## src/rols_pkg.sv

```systemverilog
// Constants and types for the rail order logging status block.
// Assumes a command decoder that presents reads and acknowledges as one-cycle pulses.
package rols_pkg;
   localparam int ROLS_CHANNELS = 6;
   localparam logic [7:0] ROLS_SELFTEST_ADDR = 8'h31;
   localparam logic [7:0] ROLS_OFF_ADDR = 8'h32;
   localparam logic [7:0] ROLS_REC_ADDR = 8'h34;
   localparam logic [7:0] ROLS_POWERUP_BASE = 8'h50;
   localparam logic [7:0] ROLS_POWERDOWN_BASE = 8'h60;
   localparam logic [7:0] ROLS_WAKE_BASE = 8'h70;
   localparam logic [7:0] ROLS_DOZE_BASE = 8'h80;
   localparam int ROLS_SELFTEST_BIT = 0;
   localparam int ROLS_ACTIVE_BIT = 7;
   localparam int ROLS_KIND_LSB = 5;
   localparam int ROLS_STAMP_BIT = 4;
   localparam int ROLS_POWERUP_BIT = 3;
   localparam int ROLS_POWERDOWN_BIT = 2;
   localparam int ROLS_WAKE_BIT = 1;
   localparam int ROLS_DOZE_BIT = 0;
   localparam logic [7:0] ROLS_UNMAPPED_DATA = 8'h00;
   localparam logic [7:0] ROLS_ENTRY_RESET = 8'h00;
   localparam logic ROLS_FLAG_RESET = 1'b0;

   typedef enum logic [1:0] {
      rols_powerup,
      rols_powerdown,
      rols_wake,
      rols_doze
   } rols_kind_e;

   typedef struct packed {
      logic stamp;
      logic powerup;
      logic powerdown;
      logic wake;
      logic doze;
   } rols_ack_s;
endpackage

```

## src/rols_status.sv

```systemverilog
// Status registers and power order recording of a six channel voltage monitor.
// Assumes the serial command decoder delivers reads and acknowledge writes as pulses.
module rols_status
   import rols_pkg::*;
#(
   parameter int CHANNELS = ROLS_CHANNELS
) (
   input wire logic clk,
   input wire logic rst_n,
   input wire logic shutdown_control_pin,
   input wire logic sleep_control_pin,
   input wire logic manual_log_trigger,
   input wire logic [CHANNELS-1:0] channel_crossed,
   input wire logic [7:0] sync_edge_counter,
   input wire logic [CHANNELS-1:0] channel_off,
   input wire logic analog_selftest_fail,
   input wire logic [CHANNELS-1:0] channel_enable_mask,
   input wire logic stamp_overwrite_enable,
   input wire logic order_log_overwrite_enable,
   input wire rols_ack_s acknowledge,
   input wire logic [CHANNELS-1:0] channel_stamp_bytes_read,
   input wire logic rd_en,
   input wire logic [7:0] rd_cmd,
   output logic [7:0] rd_data_r,
   output logic logging_running_r
);

   localparam logic [CHANNELS-1:0] ALL_ONES = '1;

   ////////////////////////////////////////////////////////////////////////////////
   // Pin synchronisers; a level change counts once second and third stages agree
   logic [2:0] shdn_sync_r;
   logic [2:0] slp_sync_r;
   logic shdn_level_r;
   logic slp_level_r;
   logic shdn_rise;
   logic shdn_fall;
   logic slp_rise;
   logic slp_fall;

   always_ff @(posedge clk or negedge rst_n) begin
      if (!rst_n) begin
         shdn_sync_r <= 3'h0;
         slp_sync_r <= 3'h0;
      end else begin
         shdn_sync_r <= {shdn_sync_r[1:0], shutdown_control_pin};
         slp_sync_r <= {slp_sync_r[1:0], sleep_control_pin};
      end
   end

   assign shdn_rise = shdn_sync_r[1] & shdn_sync_r[2] & ~shdn_level_r;
   assign shdn_fall = ~shdn_sync_r[1] & ~shdn_sync_r[2] & shdn_level_r;
   assign slp_rise = slp_sync_r[1] & slp_sync_r[2] & ~slp_level_r;
   assign slp_fall = ~slp_sync_r[1] & ~slp_sync_r[2] & slp_level_r;

   always_ff @(posedge clk or negedge rst_n) begin
      if (!rst_n) begin
         shdn_level_r <= 1'b0;
         slp_level_r <= 1'b0;
      end else begin
         if (shdn_sync_r[1] == shdn_sync_r[2]) begin
            shdn_level_r <= shdn_sync_r[2];
         end
         if (slp_sync_r[1] == slp_sync_r[2]) begin
            slp_level_r <= slp_sync_r[2];
         end
      end
   end

   ////////////////////////////////////////////////////////////////////////////////
   // Recording control
   rols_kind_e kind_r;
   rols_kind_e kind_nxt;
   logic start;
   logic done;
   logic [CHANNELS-1:0] captured_r;
   logic [3:0] ready_r;
   logic stamp_ready_r;
   logic entry_write_ok;

   assign start = shdn_rise | shdn_fall | slp_rise | slp_fall | manual_log_trigger;
   assign done = logging_running_r & ~start & ((captured_r | ~channel_enable_mask) == ALL_ONES);
   // A full log only takes new entries when overwrite is on
   assign entry_write_ok = ~ready_r[kind_r] | order_log_overwrite_enable;

   always_comb begin
      kind_nxt = kind_r;
      if (shdn_rise) begin
         kind_nxt = rols_powerup;
      end else if (shdn_fall) begin
         kind_nxt = rols_powerdown;
      end else if (slp_rise) begin
         kind_nxt = rols_wake;
      end else if (slp_fall) begin
         kind_nxt = rols_doze;
      end
   end

   always_ff @(posedge clk or negedge rst_n) begin
      if (!rst_n) begin
         logging_running_r <= ROLS_FLAG_RESET;
         kind_r <= rols_powerup;
      end else begin
         if (start) begin
            logging_running_r <= 1'b1;
            kind_r <= kind_nxt;
         end else if (done) begin
            logging_running_r <= 1'b0;
         end
      end
   end

   ////////////////////////////////////////////////////////////////////////////////
   // Per channel capture of the sync edge counter
   logic [7:0] entry_r [4][CHANNELS];

   genvar ch;
   generate
      for (ch = 0; ch < CHANNELS; ch++) begin : g_chan
         logic capture;
         assign capture = logging_running_r & ~start & channel_crossed[ch] & ~captured_r[ch] &
                          channel_enable_mask[ch];

         always_ff @(posedge clk or negedge rst_n) begin
            if (!rst_n) begin
               captured_r[ch] <= 1'b0;
            end else if (start) begin
               captured_r[ch] <= 1'b0;
            end else if (capture) begin
               captured_r[ch] <= 1'b1;
            end
         end

         always_ff @(posedge clk or negedge rst_n) begin
            if (!rst_n) begin
               for (int k = 0; k < 4; k++) begin
                  entry_r[k][ch] <= ROLS_ENTRY_RESET;
               end
            end else if (capture && entry_write_ok) begin
               entry_r[kind_r][ch] <= sync_edge_counter;
            end
         end
      end
   endgenerate

   ////////////////////////////////////////////////////////////////////////////////
   // Ready flags and their clearing
   logic [7:0] log_base [4];
   logic [3:0] ack_vec;
   logic [CHANNELS-1:0] seen_r [4];
   logic [CHANNELS-1:0] stamp_seen_r;
   logic stamp_clear;

   assign log_base[0] = ROLS_POWERUP_BASE;
   assign log_base[1] = ROLS_POWERDOWN_BASE;
   assign log_base[2] = ROLS_WAKE_BASE;
   assign log_base[3] = ROLS_DOZE_BASE;
   assign ack_vec = {acknowledge.doze, acknowledge.wake, acknowledge.powerdown,
                     acknowledge.powerup};

   genvar k;
   generate
      for (k = 0; k < 4; k++) begin : g_log
         logic set;
         logic clear;
         logic [CHANNELS-1:0] hit;
         for (ch = 0; ch < CHANNELS; ch++) begin : g_hit
            assign hit[ch] = rd_en && (rd_cmd == log_base[k] + 8'(ch));
         end
         assign set = done && (kind_r == rols_kind_e'(k));
         assign clear = order_log_overwrite_enable ?
                        ((seen_r[k] | ~channel_enable_mask) == ALL_ONES) : ack_vec[k];

         always_ff @(posedge clk or negedge rst_n) begin
            if (!rst_n) begin
               ready_r[k] <= ROLS_FLAG_RESET;
               seen_r[k] <= '0;
            end else if (set) begin
               ready_r[k] <= 1'b1;
               seen_r[k] <= '0;
            end else if (ready_r[k] && clear) begin
               ready_r[k] <= 1'b0;
               seen_r[k] <= '0;
            end else begin
               seen_r[k] <= seen_r[k] | hit;
            end
         end
      end
   endgenerate

   assign stamp_clear = stamp_overwrite_enable ?
                        ((stamp_seen_r | ~channel_enable_mask) == ALL_ONES) : acknowledge.stamp;

   always_ff @(posedge clk or negedge rst_n) begin
      if (!rst_n) begin
         stamp_ready_r <= ROLS_FLAG_RESET;
         stamp_seen_r <= '0;
      end else if (done) begin
         stamp_ready_r <= 1'b1;
         stamp_seen_r <= '0;
      end else if (stamp_ready_r && stamp_clear) begin
         stamp_ready_r <= 1'b0;
         stamp_seen_r <= '0;
      end else begin
         stamp_seen_r <= stamp_seen_r | channel_stamp_bytes_read;
      end
   end

   ////////////////////////////////////////////////////////////////////////////////
   // Read port
   logic [7:0] rd_mux;
   logic [7:0] rec_status;
   logic [7:0] off_status;

   always_comb begin
      rec_status = 8'h00;
      rec_status[ROLS_ACTIVE_BIT] = logging_running_r;
      rec_status[ROLS_KIND_LSB +: 2] = kind_r;
      rec_status[ROLS_STAMP_BIT] = stamp_ready_r;
      rec_status[ROLS_POWERUP_BIT] = ready_r[0];
      rec_status[ROLS_POWERDOWN_BIT] = ready_r[1];
      rec_status[ROLS_WAKE_BIT] = ready_r[2];
      rec_status[ROLS_DOZE_BIT] = ready_r[3];
      off_status = 8'h00;
      off_status[CHANNELS-1:0] = channel_off;
   end

   always_comb begin
      rd_mux = ROLS_UNMAPPED_DATA;
      if (rd_cmd == ROLS_SELFTEST_ADDR) begin
         rd_mux[ROLS_SELFTEST_BIT] = analog_selftest_fail;
      end else if (rd_cmd == ROLS_OFF_ADDR) begin
         rd_mux = off_status;
      end else if (rd_cmd == ROLS_REC_ADDR) begin
         rd_mux = rec_status;
      end else begin
         for (int i = 0; i < 4; i++) begin
            for (int j = 0; j < CHANNELS; j++) begin
               if (rd_cmd == log_base[i] + 8'(j)) begin
                  rd_mux = entry_r[i][j];
               end
            end
         end
      end
   end

   always_ff @(posedge clk or negedge rst_n) begin
      if (!rst_n) begin
         rd_data_r <= 8'h00;
      end else if (rd_en) begin
         rd_data_r <= rd_mux;
      end
   end

endmodule

```

## config.mk

```make
export PLATFORM = sky130hd
export DESIGN_NAME = rols_status
export DESIGN_NICKNAME = d
export VERILOG_FILES = /design/src/rols_pkg.sv /design/src/rols_status.sv
export SDC_FILE = /design/constraint.sdc
export NUM_CORES = 1
export LEC_CHECK = 0
export BUFFER_PORTS_ARGS = -buffer_cell sky130_fd_sc_hd__buf_2
export CORE_MARGIN = 2
export CORE_UTILIZATION = 40
export CTS_CLUSTER_DIAMETER = 100
export DETAILED_ROUTE_END_ITERATION = 16
export PLACE_DENSITY_LB_ADDON = 0.05
export SLEW_MARGIN = 0
export SYNTH_ARGS = -nofsm -noshare
export SYNTH_HDL_FRONTEND = slang
export SYNTH_SLANG_ARGS = --single-unit
```

## constraint.sdc

```tcl
create_clock -name clk -period 1.6 [get_ports clk]
set_input_delay 0.16 -clock clk [delete_from_list [all_inputs] [get_ports clk]]
set_output_delay 0.16 -clock clk [all_outputs]
set_load 0.05 [all_outputs]
```

==> impl_metrics.json <==
{
  "status": "finished, violations left",
  "violations": "setup timing",
  "switching_share_pct": 27.6,
  "cp-end-kind": "flip-flop",
  "synth_xor_area_share_pct": 0,
  "slowest_stage": "dfrtp_1",
  "reg2regPathDepth": 5,
  "grt_pass1_wl_um": 13700,
  "drt_wl_total_um": 8410,
  "synth.top_cell.area_share_pct": 48.8,
  "crit_path_start_kind": "flip-flop",
  "min_period_over_period_pct": 107,
  "hold_path_depth": 2,
  "grt_pass1_vias": 2663,
  "yosysWarnings": 384,
  "synth_nets": 368,
  "slew_viol_final": 0,
  "cts_root_buf": "clkbuf_8",
  "p_switching_w": 0.000978,
  "grt_antenna_before_repair": 0,
  "crit_required_ns": 1.83,
  "h-tree-depth": 3,
  "period_minus_slack_ns": 1.72,
  "ys_seq_area_share_pct": 48.8,
  "fillers": 706,
  "portBuffers": 54,
  "cp_slowest_stage_delay_ns": 0.41,
  "drive_gt1_share_pct": 32.3,
  "postRouteAntennaNets": 0,
  "synth_ff_type": "dfrtp_1",
  "die_x_um": 91.7,
  "synth-edff-count": 0,
  "rows": 31,
  "num_antenna_cells": 0,
  "rsz0062_at_grt": "true",
  "synth_mux_area_share_pct": 0.895,
  "syn_inst": 310,
  "yosys.area_share.simple_pct": 32.2,
  "netlist_top_cells_area": "dfrtp_1 (49%), nand2b_1 (7.1%), nor3_1 (5.5%)",
  "cts_inserted_buffers": 9,
  "ff2ff_setup_slack_ns": -0.12,
  "gp_congestion": 0.838,
  "fin_cells": 495,
  "path_buf_inv": 0,
  "powerDensity_nw_per_um2": 875,
  "clockPowerShare_pct": 34.7,
  "synth_compound_area_share_pct": 12.8,
  "grt.overflow.total": 0,
  "finalCoreUtilization_pct": 55.2,
  "p_comb_share_pct": 17.4,
  "finClkSkew_ns": 0.00776,
  "maxCapViolations": 0,
  "timing.fmax_mhz": 583,
  "cts_buffer_depth": 2,
  "regArea_um2": 1500,
  "tightest_slew_ns": 0.643,
  "finalSetupViolCount": 30,
  "synthArstFlopShare_pct": 100,
  "reg2reg_to": "seen_r[18]",
  "drc": 0,
  "slew_headroom_pct": 56.8,
  "path_class": "flip-flop to flip-flop",
  "clk_latency_ns": 0.34,
  "hpwl_um": 5950,
  "ir_drop_v": 0.000421,
  "hold_viol": 0,
  "cts.sinks": 60,
  "first_iter_violations": 138,
  "critical_path.cell_chain": "ha_2 -> mux2i_4 -> nand4b_1 -> or3_4 -> nor3b_1",
  "synth_top_family_by_area": "simple AND/OR/NAND/NOR gates",
  "io_pins": 63,
  "seqPwrFrac_pct": 47.9,
  "fin_nets": 451,
  "die_area_um2": 8400,
  "avgSynthCellArea_um2": 9.92,
  "ys_top_cells_by_count": "dfrtp_1 (60), nor2_1 (37), nand2b_1 (35)",
  "vias": 2706,
  "yosysMostFrequentCell": "dfrtp_1",
  "r2r_start": "slp_sync_r[1]",
  "dpl.cell_count": 475,
  "yosys.area.top_type": "dfrtp_1",
  "dr.pass1.iters": 4,
  "multiInputGateArea_um2": 1640,
  "viasPerCell": 5.47,
  "syn_area_um2": 3070,
  "wl_per_cell_um": 17.0,
  "holdPathEnd": "rd_data_r[3]",
  "synth_cell_types": 41,
  "die_h_um": 91.7,
  "initial_core_util_pct": 41.9,
  "worstPathArrival_ns": 1.94,
  "core-area_um2": 7330,
  "cts_tree": "built",
  "setup_ws_ns": -0.115,
  "worst-path-max-fanout": 6,
  "intPower_w": 0.00256,
  "hold_path_class": "input pin to flip-flop",
  "grt_max_degree": 61,
  "leakagePower_nw": 1.80,
  "synthAdderAreaFrac_pct": 1.63,
  "clkTransAtPathRegs_ns": 0.07,
  "cp_top_family": "simple AND/OR/NAND/NOR gates",
  "synth_seq_cells": 60,
  "worstHoldStart": "channel_off[3]",
  "grt_use_total_pct": 21.1,
  "area_delta_synth_final_pct": 31.5
}
-- sequential cells by signal, indices dropped and copies added, names as in the netlist --
| register | cells |
|---|---|
| captured_r | 6 |
| kind_r | 2 |
| logging_running_r | 1 |
| rd_data_r | 8 |
| ready_r | 4 |
| seen_r | 24 |
| shdn_level_r | 1 |
| shdn_sync_r | 3 |
| slp_level_r | 1 |
| slp_sync_r | 3 |
| stamp_ready_r | 1 |
| stamp_seen_r | 6 |
-- power by group through the flow --
stage | sequential [W] | clock [W] | combinational [W]
after floorplan | 0.00171 | 0 | 0.000304
after global placement | 0.00171 | 0 | 0.000544
after detailed placement | 0.00171 | 0 | 0.000555
after CTS | 0.00169 | 0.00128 | 0.000567
after global routing | 0.00171 | 0.00134 | 0.000683
final | 0.00169 | 0.00123 | 0.000616
-- per-stage QoR --
step	instance area, µm²	TNS (ns)	power (W)	hold slack [ns]	setup slack (ns)
4_1_cts	3860	-0.391	0.00353	0.0343	-0.0615
3_3_place_gp	3640	-0.139	0.00226	0.199	-0.0351
5_1_grt	4040	-5.10	0.00373	0.0440	-0.192
2_1_floorplan	3100	-0.0112	0.00201	-0.136	-0.0112
6_report	4040	-1.81	0.00354	0.0462	-0.115
3_5_place_dp	3640	-0.265	0.00227	0.199	-0.0521
-- worst register-to-register path: stages, from the launching register on --
cell,delay (ns)
dfrtp_1,0.41
ha_2,0.22
mux2i_4,0.23
nand4b_1,0.19
or3_4,0.41
nor3b_1,0.14
-- layout by cell type (no fill, tap or decap), types with 6 or more instances in the layout --
cell type	n
buf_2	54
nand3b_1	7
nor3_1	30
clkbuf_8	12
nor4_1	8
inv_1	14
buf_6	6
a31oi_1	6
nand3_1	6
nand4_1	7
nand2_1	6
dfrtp_1	59
o32ai_2	7
buf_4	18
nand2b_1	35
nor2_1	37
-- cell type report --
cell class,instances,share of cell area (%)
well taps,99,3.06
inverters,16,1.49
flip-flops and latches,60,37.2
clock buffers,12,4.08
clock inverters,2,0.248
repair buffers,83,13.4
multi-input cells,223,40.5
-- repair_timing --
action                                 in CTS  in global routing
hold buffers                                3                  0
resized for setup                           3                 26
setup endpoints to repair                  16                 35
buffers inserted                            0                  3
endpoints found under the hold margin      62                  0
pin swaps                                   2                  2
-- routing by layer --
metal,GRT usage [%],vias up,part of all wire (%)
met5,0,-,0
met4,8.84,0,0.64
met3,4.60,4,6.1
met2,32.7,66,48
met1,28.7,1324,46
li1,-,1312,-
-- kinds of logic (layout without fill, tap and decap cells) --
logic type	Yosys count	count (layout)
simple gates	167	167
buf+inv	27	113
compound gates	50	50
mux	2	2
flops	60	60
fa+ha+maj	4	4
-- worst max path at each step --
stage                  start  slack, ns          to  depth (start not counted)
3_3_place_gp   slp_sync_r[2]      -0.04   seen_r[6]                          6
5_1_grt        slp_sync_r[1]      -0.19  seen_r[14]                          7
4_1_cts        slp_sync_r[1]      -0.06   seen_r[6]                          5
2_1_floorplan  slp_sync_r[2]      -0.01  seen_r[18]                          6
6_report       slp_sync_r[1]      -0.12  seen_r[18]                          5
3_5_place_dp   slp_sync_r[2]      -0.05   seen_r[6]                          6
Power figures use the tool's default switching activity.
